### src/hw/tpc_pkg.sv
// Purpose: Constants for the transmit port control and status bank
// Assumes: 125 MHz clk, 8-bit register port, synchronous reset
// Notes: Offsets are byte addresses on the register port
//
// Summary of operation
// - Interleave mode bit: 0 channel interleave, 1 frame interleave.
// - Interleave enable bit: 0 bus operation off, 1 on.
// - Three-bit position field k places device at bus position k+1.
// - Five-bit select picks monitored channel; 0 is channel 1, 31 channel 32.
// - Test port direction 0 feeds transmit path, 1 feeds receive path.
// - Unframed select 0 skips framing bits, 1 also fills framing bits.
// - Test port enable 0 idles the port, 1 activates it.
// - Each suppress bit excludes its channel bit; bit 7 is channel MSB.
// - In E1 only, CRC-4 bit makes synchronizer search the multiframe word.
// - Synchronizer runs only while its enable bit is one.
// - Auto resync bit is inverted: 0 enables, 1 disables.
// - Resync starts only on a 0-to-1 write; software must clear first.
// - Every latched status bit is a sticky event able to interrupt.
// - Full flag sets when the elastic store fills and deletes a frame.
// - Empty flag sets when the elastic store empties and repeats a frame.
// - Slip flag sets on any frame repeat or delete.
// - T1 carrier flag sets once per 72 frames when enabled.
// - T1 bit 3 flags a pulse-density violation of transmit data.
// - E1 bit 3 sets every 250 us for align frame updates.
// - Multiframe flag: D4 1.5 ms, ESF 3 ms, E1 2 ms.
// - Restored flag sets when transmit clock loss ends.
// - Loss flag sets after 3 idle clock periods, holds while lost.
// - Bus size codes 00,01,10 mean 2,4,8 devices; 11 reserved.
`default_nettype none
package tpc_pkg;
   // ****************************************
   // Register map
   // ****************************************
   localparam int ADDR_W = 12;
   localparam logic [11:0] OFS_IBUS = 12'h188;
   localparam logic [11:0] OFS_MON_SEL = 12'h189;
   localparam logic [11:0] OFS_TEST_CTRL = 12'h18A;
   localparam logic [11:0] OFS_SUPPRESS = 12'h18B;
   localparam logic [11:0] OFS_SYNC_CTRL = 12'h18E;
   localparam logic [11:0] OFS_STATUS = 12'h190;
   localparam logic [11:0] OFS_MON_VALUE = 12'h1F0;
   localparam logic [7:0] RST_REG = 8'h00;
   localparam logic [7:0] MSK_IBUS = 8'h7F;
   localparam logic [7:0] MSK_MON_SEL = 8'h1F;
   localparam logic [7:0] MSK_TEST_CTRL = 8'h07;
   localparam logic [7:0] MSK_SYNC_CTRL = 8'h0F;
   // ****************************************
   // Field positions
   // ****************************************
   localparam int IB_SIZE_LSB = 5;
   localparam int IB_MODE_BIT = 4;
   localparam int IB_EN_BIT = 3;
   localparam int IB_POS_LSB = 0;
   localparam int TP_DIR_BIT = 2;
   localparam int TP_UNFR_BIT = 1;
   localparam int TP_EN_BIT = 0;
   localparam int SY_CRC4_BIT = 3;
   localparam int SY_EN_BIT = 2;
   localparam int SY_NOAUTO_BIT = 1;
   localparam int SY_RESYNC_BIT = 0;
   localparam int ST_FULL = 7;
   localparam int ST_EMPTY = 6;
   localparam int ST_SLIP = 5;
   localparam int ST_CARRIER = 4;
   localparam int ST_DENS_ALIGN = 3;
   localparam int ST_MF = 2;
   localparam int ST_RESTORED = 1;
   localparam int ST_LOSS = 0;
   // ****************************************
   // Timing
   // ****************************************
   localparam int CLK_PERIOD_NS = 8;
   localparam int TX_CLK_PERIOD_NS = 648;
   localparam int LOSS_PERIODS = 3;
   localparam int LOSS_CYC =
      (LOSS_PERIODS * TX_CLK_PERIOD_NS + CLK_PERIOD_NS - 1) / CLK_PERIOD_NS;
   localparam int FRAME_US = 125;
   localparam int ALIGN_US = 250;
   localparam int D4_MF_US = 1500;
   localparam int ESF_MF_US = 3000;
   localparam int E1_MF_US = 2000;
   localparam int ALIGN_FRAMES = ALIGN_US / FRAME_US;
   localparam int D4_FRAMES = D4_MF_US / FRAME_US;
   localparam int ESF_FRAMES = ESF_MF_US / FRAME_US;
   localparam int E1_FRAMES = E1_MF_US / FRAME_US;
   localparam int CARRIER_FRAMES = 72;
   localparam int FRAME_WRAP = 144;
   localparam int PDV_MAX_ZEROS = 15;
   // ****************************************
   // Synchronizer states
   // ****************************************
   typedef enum logic [2:0]
   {
      SY_OFF = 3'b001,
      SY_HUNT = 3'b010,
      SY_LOCK = 3'b100
   } tpc_sync_e;
endpackage
`default_nettype wire

### src/hw/tpc_clk_loss.sv
// Purpose: Transmit line clock presence detector
// Assumes: Pin is asynchronous to clk
// Notes: Loss is a level, high while no edge seen in LOSS_CYC cycles
`default_nettype none
module tpc_clk_loss
#(
   parameter int LOSS_CYC = tpc_pkg::LOSS_CYC
)
(
   input wire logic clk,
   input wire logic rstn,
   input wire logic line_clk_pin,
   output logic clk_lost
);
   import tpc_pkg::*;
   typedef struct packed
   {
      logic [2:0] sync;
      logic level;
      logic [11:0] idle;
      logic lost;
   } tpc_cl_s;
   tpc_cl_s cl_ff;
   tpc_cl_s nxt_cl;
   // ****************************************
   // Sync, idle cycle count and loss
   // ****************************************
   always_comb
   begin
      nxt_cl = cl_ff;
      nxt_cl.sync = {cl_ff.sync[1:0], line_clk_pin};
      if (cl_ff.sync[2] == cl_ff.sync[1] && cl_ff.sync[2] != cl_ff.level)
      begin
         nxt_cl.level = cl_ff.sync[2];
         nxt_cl.idle = 12'h000;
         nxt_cl.lost = 1'b0;
      end
      else if (cl_ff.idle >= 12'(LOSS_CYC - 1))
      begin
         nxt_cl.lost = 1'b1;
      end
      else
      begin
         nxt_cl.idle = cl_ff.idle + 12'h001;
      end
   end
   always_ff @(posedge clk)
   begin
      if (!rstn)
      begin
         cl_ff <= '0;
      end
      else
      begin
         cl_ff <= nxt_cl;
      end
   end
   assign clk_lost = cl_ff.lost;
endmodule
`default_nettype wire

### src/hw/tpc_port_ctrl.sv
// Purpose: Transmit port control and latched status registers
// Assumes: Framer events are one-cycle pulses on clk
// Notes: Status register is write-one-to-clear, set wins
//
// The address-and-strobe port is this design's own decision.
`default_nettype none
module tpc_port_ctrl
(
   input wire logic clk,
   input wire logic rstn,
   input wire logic [tpc_pkg::ADDR_W-1:0] addr,
   input wire logic [7:0] wdata,
   input wire logic wr_en,
   input wire logic rd_en,
   output logic [7:0] rdata,
   input wire logic e1_mode,
   input wire logic esf_mode,
   input wire logic carrier_mf_enable,
   input wire logic frame_pulse,
   input wire logic es_delete_evt,
   input wire logic es_repeat_evt,
   input wire logic tx_data_bit,
   input wire logic tx_bit_valid,
   input wire logic [2:0] tx_bit_pos,
   input wire logic tx_fbit_slot,
   input wire logic [4:0] tx_chan_num,
   input wire logic [7:0] tx_chan_data,
   input wire logic tx_chan_valid,
   input wire logic sync_found,
   input wire logic sync_lost,
   input wire logic tx_line_clock_input,
   output logic interleave_mode_select,
   output logic interleave_bus_enable,
   output logic [2:0] bus_position_field,
   output logic [1:0] bus_size_field,
   output logic [3:0] bus_device_count,
   output logic bus_position_ok,
   output logic [4:0] monitor_channel_select,
   output logic [7:0] channel_monitor_value,
   output logic test_port_direction,
   output logic test_port_unframed_select,
   output logic test_port_enable,
   output logic tp_insert_tx,
   output logic tp_insert_rx,
   output logic tx_synchronizer_enable,
   output logic crc4_search,
   output logic auto_resync_en,
   output logic resync_pulse,
   output logic sync_searching,
   output logic [7:0] status_pending
);
   import tpc_pkg::*;
   typedef struct packed
   {
      logic [7:0] ibus;
      logic [7:0] mon_sel;
      logic [7:0] tctl;
      logic [7:0] supp;
      logic [7:0] sctl;
      logic [7:0] status;
      logic [7:0] mon_val;
      logic [7:0] rdata;
      logic [7:0] fc;
      logic [4:0] zrun;
      logic lost_d;
      logic resync;
      tpc_sync_e sync;
   } tpc_state_s;
   tpc_state_s st_ff;
   tpc_state_s nxt_st;
   logic clk_lost;
   logic [7:0] set_v;
   logic [7:0] clr_v;
   logic wr_ibus;
   logic wr_sync;
   logic last_frame;
   // ****************************************
   // Frame count decode
   // ****************************************
   function automatic logic tpc_at_end(input logic [7:0] fc, input int n);
      return (int'(fc) % n) == (n - 1);
   endfunction
   // ****************************************
   // Clock loss detector
   // ****************************************
   tpc_clk_loss #(.LOSS_CYC(LOSS_CYC)) u_loss
   (
      .clk(clk),
      .rstn(rstn),
      .line_clk_pin(tx_line_clock_input),
      .clk_lost(clk_lost)
   );
   // ****************************************
   // Event sources
   // ****************************************
   always_comb
   begin
      set_v = 8'h00;
      set_v[ST_FULL] = es_delete_evt;
      set_v[ST_EMPTY] = es_repeat_evt;
      set_v[ST_SLIP] = es_delete_evt | es_repeat_evt;
      set_v[ST_CARRIER] = !e1_mode && carrier_mf_enable && frame_pulse
         && tpc_at_end(st_ff.fc, CARRIER_FRAMES);
      if (e1_mode)
      begin
         set_v[ST_DENS_ALIGN] = frame_pulse
            && tpc_at_end(st_ff.fc, ALIGN_FRAMES);
         set_v[ST_MF] = frame_pulse
            && tpc_at_end(st_ff.fc, E1_FRAMES);
      end
      else
      begin
         set_v[ST_DENS_ALIGN] = tx_bit_valid && !tx_data_bit
            && st_ff.zrun == 5'(PDV_MAX_ZEROS);
         set_v[ST_MF] = frame_pulse && tpc_at_end(st_ff.fc,
            esf_mode ? ESF_FRAMES : D4_FRAMES);
      end
      set_v[ST_RESTORED] = st_ff.lost_d && !clk_lost;
      set_v[ST_LOSS] = clk_lost;
   end
   assign last_frame = st_ff.fc == 8'(FRAME_WRAP - 1);
   assign wr_ibus = wr_en && addr == OFS_IBUS;
   assign wr_sync = wr_en && addr == OFS_SYNC_CTRL;
   assign clr_v = (wr_en && addr == OFS_STATUS) ? wdata : 8'h00;
   // ****************************************
   // Next state
   // ****************************************
   always_comb
   begin
      nxt_st = st_ff;
      nxt_st.resync = 1'b0;
      nxt_st.lost_d = clk_lost;
      nxt_st.status = (st_ff.status & ~clr_v) | set_v;
      if (frame_pulse)
      begin
         nxt_st.fc = last_frame ? 8'h00 : st_ff.fc + 8'h01;
      end
      if (tx_bit_valid)
      begin
         if (tx_data_bit)
         begin
            nxt_st.zrun = 5'h00;
         end
         else if (st_ff.zrun != 5'(PDV_MAX_ZEROS))
         begin
            nxt_st.zrun = st_ff.zrun + 5'h01;
         end
      end
      if (tx_chan_valid && tx_chan_num == st_ff.mon_sel[4:0])
      begin
         nxt_st.mon_val = tx_chan_data;
      end
      if (wr_ibus)
      begin
         nxt_st.ibus = wdata & MSK_IBUS;
      end
      if (wr_en && addr == OFS_MON_SEL)
      begin
         nxt_st.mon_sel = wdata & MSK_MON_SEL;
      end
      if (wr_en && addr == OFS_TEST_CTRL)
      begin
         nxt_st.tctl = wdata & MSK_TEST_CTRL;
      end
      if (wr_en && addr == OFS_SUPPRESS)
      begin
         nxt_st.supp = wdata;
      end
      if (wr_sync)
      begin
         nxt_st.sctl = wdata & MSK_SYNC_CTRL;
         nxt_st.resync = wdata[SY_RESYNC_BIT]
            && !st_ff.sctl[SY_RESYNC_BIT] && wdata[SY_EN_BIT];
      end
      unique case (st_ff.sync)
         SY_OFF:
         begin
            if (st_ff.sctl[SY_EN_BIT])
            begin
               nxt_st.sync = SY_HUNT;
            end
         end
         SY_HUNT:
         begin
            if (!st_ff.sctl[SY_EN_BIT])
            begin
               nxt_st.sync = SY_OFF;
            end
            else if (sync_found && !st_ff.resync)
            begin
               nxt_st.sync = SY_LOCK;
            end
         end
         SY_LOCK:
         begin
            if (!st_ff.sctl[SY_EN_BIT])
            begin
               nxt_st.sync = SY_OFF;
            end
            else if (st_ff.resync
               || (sync_lost && !st_ff.sctl[SY_NOAUTO_BIT]))
            begin
               nxt_st.sync = SY_HUNT;
            end
         end
         default:
         begin
            nxt_st.sync = SY_OFF;
         end
      endcase
      nxt_st.rdata = 8'h00;
      if (rd_en)
      begin
         unique case (addr)
            OFS_IBUS: nxt_st.rdata = st_ff.ibus;
            OFS_MON_SEL: nxt_st.rdata = st_ff.mon_sel;
            OFS_TEST_CTRL: nxt_st.rdata = st_ff.tctl;
            OFS_SUPPRESS: nxt_st.rdata = st_ff.supp;
            OFS_SYNC_CTRL: nxt_st.rdata = st_ff.sctl;
            OFS_STATUS: nxt_st.rdata = st_ff.status;
            OFS_MON_VALUE: nxt_st.rdata = st_ff.mon_val;
            default: nxt_st.rdata = 8'h00;
         endcase
      end
   end
   // ****************************************
   // State register
   // ****************************************
   always_ff @(posedge clk)
   begin
      if (!rstn)
      begin
         st_ff <= '{ibus: RST_REG, mon_sel: RST_REG, tctl: RST_REG,
            supp: RST_REG, sctl: RST_REG, status: RST_REG,
            mon_val: RST_REG, rdata: 8'h00, fc: 8'h00, zrun: 5'h00,
            lost_d: 1'b0, resync: 1'b0, sync: SY_OFF};
      end
      else
      begin
         st_ff <= nxt_st;
      end
   end
   // ****************************************
   // Outputs
   // ****************************************
   assign rdata = st_ff.rdata;
   assign interleave_mode_select = st_ff.ibus[IB_MODE_BIT];
   assign interleave_bus_enable = st_ff.ibus[IB_EN_BIT];
   assign bus_position_field = st_ff.ibus[IB_POS_LSB +: 3];
   assign bus_size_field = st_ff.ibus[IB_SIZE_LSB +: 2];
   always_comb
   begin
      unique case (bus_size_field)
         2'b00: bus_device_count = 4'h2;
         2'b01: bus_device_count = 4'h4;
         2'b10: bus_device_count = 4'h8;
         default: bus_device_count = 4'h0;
      endcase
   end
   assign bus_position_ok = interleave_bus_enable
      && {1'b0, bus_position_field} < bus_device_count;
   assign monitor_channel_select = st_ff.mon_sel[4:0];
   assign channel_monitor_value = st_ff.mon_val;
   assign test_port_direction = st_ff.tctl[TP_DIR_BIT];
   assign test_port_unframed_select = st_ff.tctl[TP_UNFR_BIT];
   assign test_port_enable = st_ff.tctl[TP_EN_BIT];
   logic tp_slot_ok;
   assign tp_slot_ok = tx_fbit_slot ? test_port_unframed_select
      : !st_ff.supp[tx_bit_pos];
   assign tp_insert_tx = test_port_enable && !test_port_direction
      && tp_slot_ok;
   assign tp_insert_rx = test_port_enable && test_port_direction
      && tp_slot_ok;
   assign tx_synchronizer_enable = st_ff.sctl[SY_EN_BIT];
   assign crc4_search = e1_mode && st_ff.sctl[SY_CRC4_BIT]
      && st_ff.sync == SY_HUNT && tx_synchronizer_enable;
   assign auto_resync_en = tx_synchronizer_enable
      && !st_ff.sctl[SY_NOAUTO_BIT];
   assign resync_pulse = st_ff.resync;
   assign sync_searching = st_ff.sync == SY_HUNT;
   assign status_pending = st_ff.status;
endmodule
`default_nettype wire

### config.mk
export PLATFORM = sky130hd
export DESIGN_NAME = tpc_port_ctrl
export DESIGN_NICKNAME = d
export VERILOG_FILES = /design/src/hw/tpc_pkg.sv /design/src/hw/tpc_clk_loss.sv /design/src/hw/tpc_port_ctrl.sv
export SDC_FILE = /design/constraint.sdc
export NUM_CORES = 1
export LEC_CHECK = 0
export BUFFER_PORTS_ARGS = -buffer_cell sky130_fd_sc_hd__buf_2
export CAP_MARGIN = 20
export CELL_PAD_IN_SITES_DETAIL_PLACEMENT = 0
export CELL_PAD_IN_SITES_GLOBAL_PLACEMENT = 1
export CORE_AREA = 2 2 119 121
export DETAILED_ROUTE_END_ITERATION = 7
export DIE_AREA = 0 0 121 123
export PLACE_DENSITY_LB_ADDON = 0.1
export SETUP_SLACK_MARGIN = 0.15
export SYNTH_ARGS = -nofsm -noshare
export SYNTH_HDL_FRONTEND = slang
export SYNTH_SLANG_ARGS = --single-unit
### constraint.sdc
create_clock -name clk -period 8.5 [get_ports clk]
set_clock_uncertainty 0.05 [all_clocks]
set_input_delay 0.425 -clock clk [delete_from_list [all_inputs] [get_ports clk]]
set_output_delay 0.425 -clock clk [all_outputs]
set_load 0.02 [all_outputs]
==> qor.log <==
[outcome] outcome completed
[timing] slew of the pin with the lowest slew margin 828 ps
[yosys] netlist area before placement 5560 um^2
[worst_setup_path] type of element capturing the critical path register
[placed_design] routability cong. 0.852
[cells_and_area] share of cells above drive strength 1 0.188
[power_and_ir_drop] Net Sw Power 204 uW
[detailed_routing] Top Layer Used met4
[cts] Gates resized, CTS repair 0
[detailed_routing] routed wire length 15000 um
[detailed_routing] Antenna Nets Post-Route 0
[cts] buffer depth of the longest clock path 2
[cells_and_area] area used by multi-input combinational logic 3340 um^2
[timing] unrepaired setup endpoints after global routing false
[timing] worst slew slack as a fraction of its limit 0.446
[cts] hold buffers post-CTS 0
[power_and_ir_drop] maximum ir drop on the vdd rail 0.000118 V
[yosys] number of synthesized register bits 86
[yosys] share of the synthesized area in the top cell type 0.310
[yosys] cell count after synthesis 685
[power_and_ir_drop] share of power burned in combinational logic 0.078
[cells_and_area] final net count 807
[grt] Total GRT Usage 0.200
[detailed_routing] violation count after the first detailed-routing iteration 386
[grt] antenna violations before repair 0
[detailed_routing] DRC violation count after routing 0
[job] count of maximum capacitance violations 0
[yosys] commonest cells in the synthesized netlist dfxtp_1 (86), nand2_1 (67), nor2_1 (46)
[worst_setup_path] worst stage delay on the critical path 480 ps
[worst_setup_path] Crit Path Max Fanout 7
[yosys] synthesis warning total 0
[yosys] FFs w/ async S/R, synth 0
[floorplan] Total Die Area 14900 um^2
[cells_and_area] area growth from synthesis to layout 12.0%
[detailed_routing] WL met1 7250 um
[timing] fin crit period 7340 ps
[detailed_routing] DR vias 5159
[grt] wire length of the first global-routing pass 23600 um
[placed_design] placed wire-length estimate after detailed placement 11300 um
[timing] final number of setup-violating endpoints 0
[placed_design] worst slack at placement 1030 ps
[cts] total clock buffers created by CTS 9
[yosys] syn_area_per_cell 8.12 um^2
[floorplan] die extent in x 121 um
[timing] hold violation count in the final report 0
[detailed_routing] metal3 WL 726 um
[worst_setup_path] CP startpoint kind register
[floorplan] height of the chip 123 um
[cts] number of H-tree branching levels 3
[grt] global-route congestion overflow total 0
[detailed_routing] met2 layer wire length in the routed design 6810 um
[cts] clock-pin slew on the worst setup and hold paths 60 ps
[timing] share of the clock period used by the worst path 0.863
[floorplan] I/O pin count 104
[power_and_ir_drop] clock share of power 0.451
[floorplan] effective utilization at floorplan 0.408
[floorplan] standard-cell rows 43
[yosys] number of distinct library cells after synthesis 75
[timing] Final TNS setup 0 ps
[cts] number of setup buffers added after CTS 0
[detailed_routing] first drt pass iteration count 6
[power_and_ir_drop] Pwr Density 140 nW/um^2
[worst_hold_path] worst hold path type primary input to register
[cts] clock tree root buffer cell clkbuf_16
[timing] worst setup slack after layout 1160 ps
[yosys] EDFF count, synth 0
[grt] number of global-route vias before repair 4666
[yosys] share of synthesized area occupied by flip-flops and latches 0.310
[cells_and_area] antenna cell count 0
[yosys] Synthesized Nets 757
[yosys] top cell type by total area after synthesis dfxtp_1
[worst_setup_path] required arrival time at the worst endpoint 8670 ps
[power_and_ir_drop] fraction of power consumed by sequential logic 0.471
[worst_setup_path] endpoint arrival time on the critical path 7510 ps
[worst_setup_path] start-to-end type of the worst setup path register to register
[floorplan] Std-Cell Core Area 13600 um^2
[timing] Fmax 136 MHz
[detailed_routing] average via count per standard cell 5.61
[worst_setup_path] cell type of the slowest stage on the worst timing path dfxtp_1
[yosys] most common cell in the synthesized netlist dfxtp_1
[placed_design] count of buffers inserted at the top-level ports 102
[grt] maximum number of pins on one net before global-route repair 65
[yosys] Synth area leaders dfxtp_1 (31%), buf_4 (5.0%), nand2_1 (4.5%), ha_1 (4.3%), nand3_1 (4.0%)
[cts] number of clock sinks seen by CTS 86
[cts] TritonCTS clock tree done
[power_and_ir_drop] cell-internal power 670 uW
[detailed_routing] drt wl/cell 16.3 um
[yosys] top_reg_cell synth dfxtp_1
[power_and_ir_drop] total leakage power 0.00247 uW
[worst_setup_path] most frequent cell on the critical path ha_1
[cells_and_area] filler instances 1367
[power_and_ir_drop] Switching Fraction 0.233
[cells_and_area] Register Area 1720 um^2
[worst_setup_path] FF-to-FF setup slack 1160 ps
[timing] number of pins exceeding their max-slew limit in the final report 0
[cts] later-pin clock latency in the skew report 340 ps
## stage by stage
step | hold slack (ps) | power (uW) | util | std cells | area, um^2
CTS | 239 | 886 | 0.457 | 919 | 6230
floorplan | 358 | 462 | - | 685 | 5560
global route | 244 | 909 | 0.457 | 919 | 6230
finish | 251 | 874 | 0.457 | 919 | 6230
global placement | 365 | 488 | 0.436 | 904 | 5940
detailed placement | 368 | 489 | 0.436 | 904 | 5940
## final cells by class
| cell class | count | share of cell area |
|---|---|---|
| multi-input cells | 505 | 0.537 |
| well taps | 180 | 0.0362 |
| clock inverters | 3 | 0.00723 |
| inverters | 26 | 0.0157 |
| repair buffers | 107 | 0.0880 |
| clock buffers | 12 | 0.0396 |
| flip-flops and latches | 86 | 0.276 |
## path summary, 6_finish.rpt
kind | from | endpoint | depth (start not counted)
max | st_ff[16] | status_pending[2] | 28
min | tx_line_clock_input | u_loss.cl_ff[14] | 2
max reg2reg | st_ff[16] | status_pending[2] | 28
min reg2reg | u_loss.cl_ff[11] | u_loss.cl_ff[11] | 2
## worst max-delay path: cells and delay by family, from the launching register on
family | cells | cell delay (ps)
AOI/OAI and AO/OA | 13 | 2860
adders and majority gates | 5 | 1690
and+or+nand+nor | 8 | 1640
DFF | 1 | 480
xor gates and xnor gates | 2 | 480
## cells in the final DEF, fill, tap and decap left out, drive strengths merged, types with 8 or more instances in the layout
| cell type | n |
|---|---|
| nand4 | 9 |
| nand2b | 9 |
| mux2i | 12 |
| nor2b | 26 |
| and2 | 14 |
| ha | 19 |
| nor2 | 46 |
| a22oi | 10 |
| buf | 107 |
| a21boi | 29 |
| and3 | 8 |
| o21ai | 22 |
| a31oi | 13 |
| nand3 | 44 |
| nand2 | 67 |
| dfxtp | 86 |
| xnor2 | 11 |
| clkbuf | 12 |
| a222oi | 8 |
| nor3 | 11 |
| a21oi | 25 |
| xor2 | 16 |
| inv | 26 |
## sequential cells by signal (all words and copies together), names as in the netlist
name,count
interleave_bus_enable,1
tx_synchronizer_enable,1
test_port_direction,1
bus_position_field,3
u_loss.cl_ff,16
st_ff,28
test_port_enable,1
monitor_channel_select,5
resync_pulse,1
bus_size_field,2
u_loss.clk_lost,1
channel_monitor_value,8
test_port_unframed_select,1
rdata,8
status_pending,8
interleave_mode_select,1
## power groups by stage
stage          combinational, uW  sequential [uW]  clock, uW
5_1_grt                     75.6              412        421
6_report                    68.3              412        394
3_3_place_gp                67.1              421          0
3_5_place_dp                67.9              421          0
4_1_cts                     68.3              412        406
2_1_floorplan               42.5              420          0
## per-layer routing
metal,GRT usage,up-vias
met4,0.0458,0
met3,0.0457,14
met5,0,-
met2,0.315,147
li1,-,2545
met1,0.279,2453
## kinds of logic after synthesis
group / after synthesis / share of synthesized area
buffers and inverters: 94 / 0.0891
flip-flops: 86 / 0.310
adder cells (fa/ha/maj): 19 / 0.0428
other: 1 / 0.000674
multiplexers: 15 / 0.0324
AND/OR/NAND/NOR: 279 / 0.263
AO/OA/AOI/OAI: 164 / 0.220
XOR/XNOR: 27 / 0.0425
Note: power is estimated with default switching activity, not from simulation.
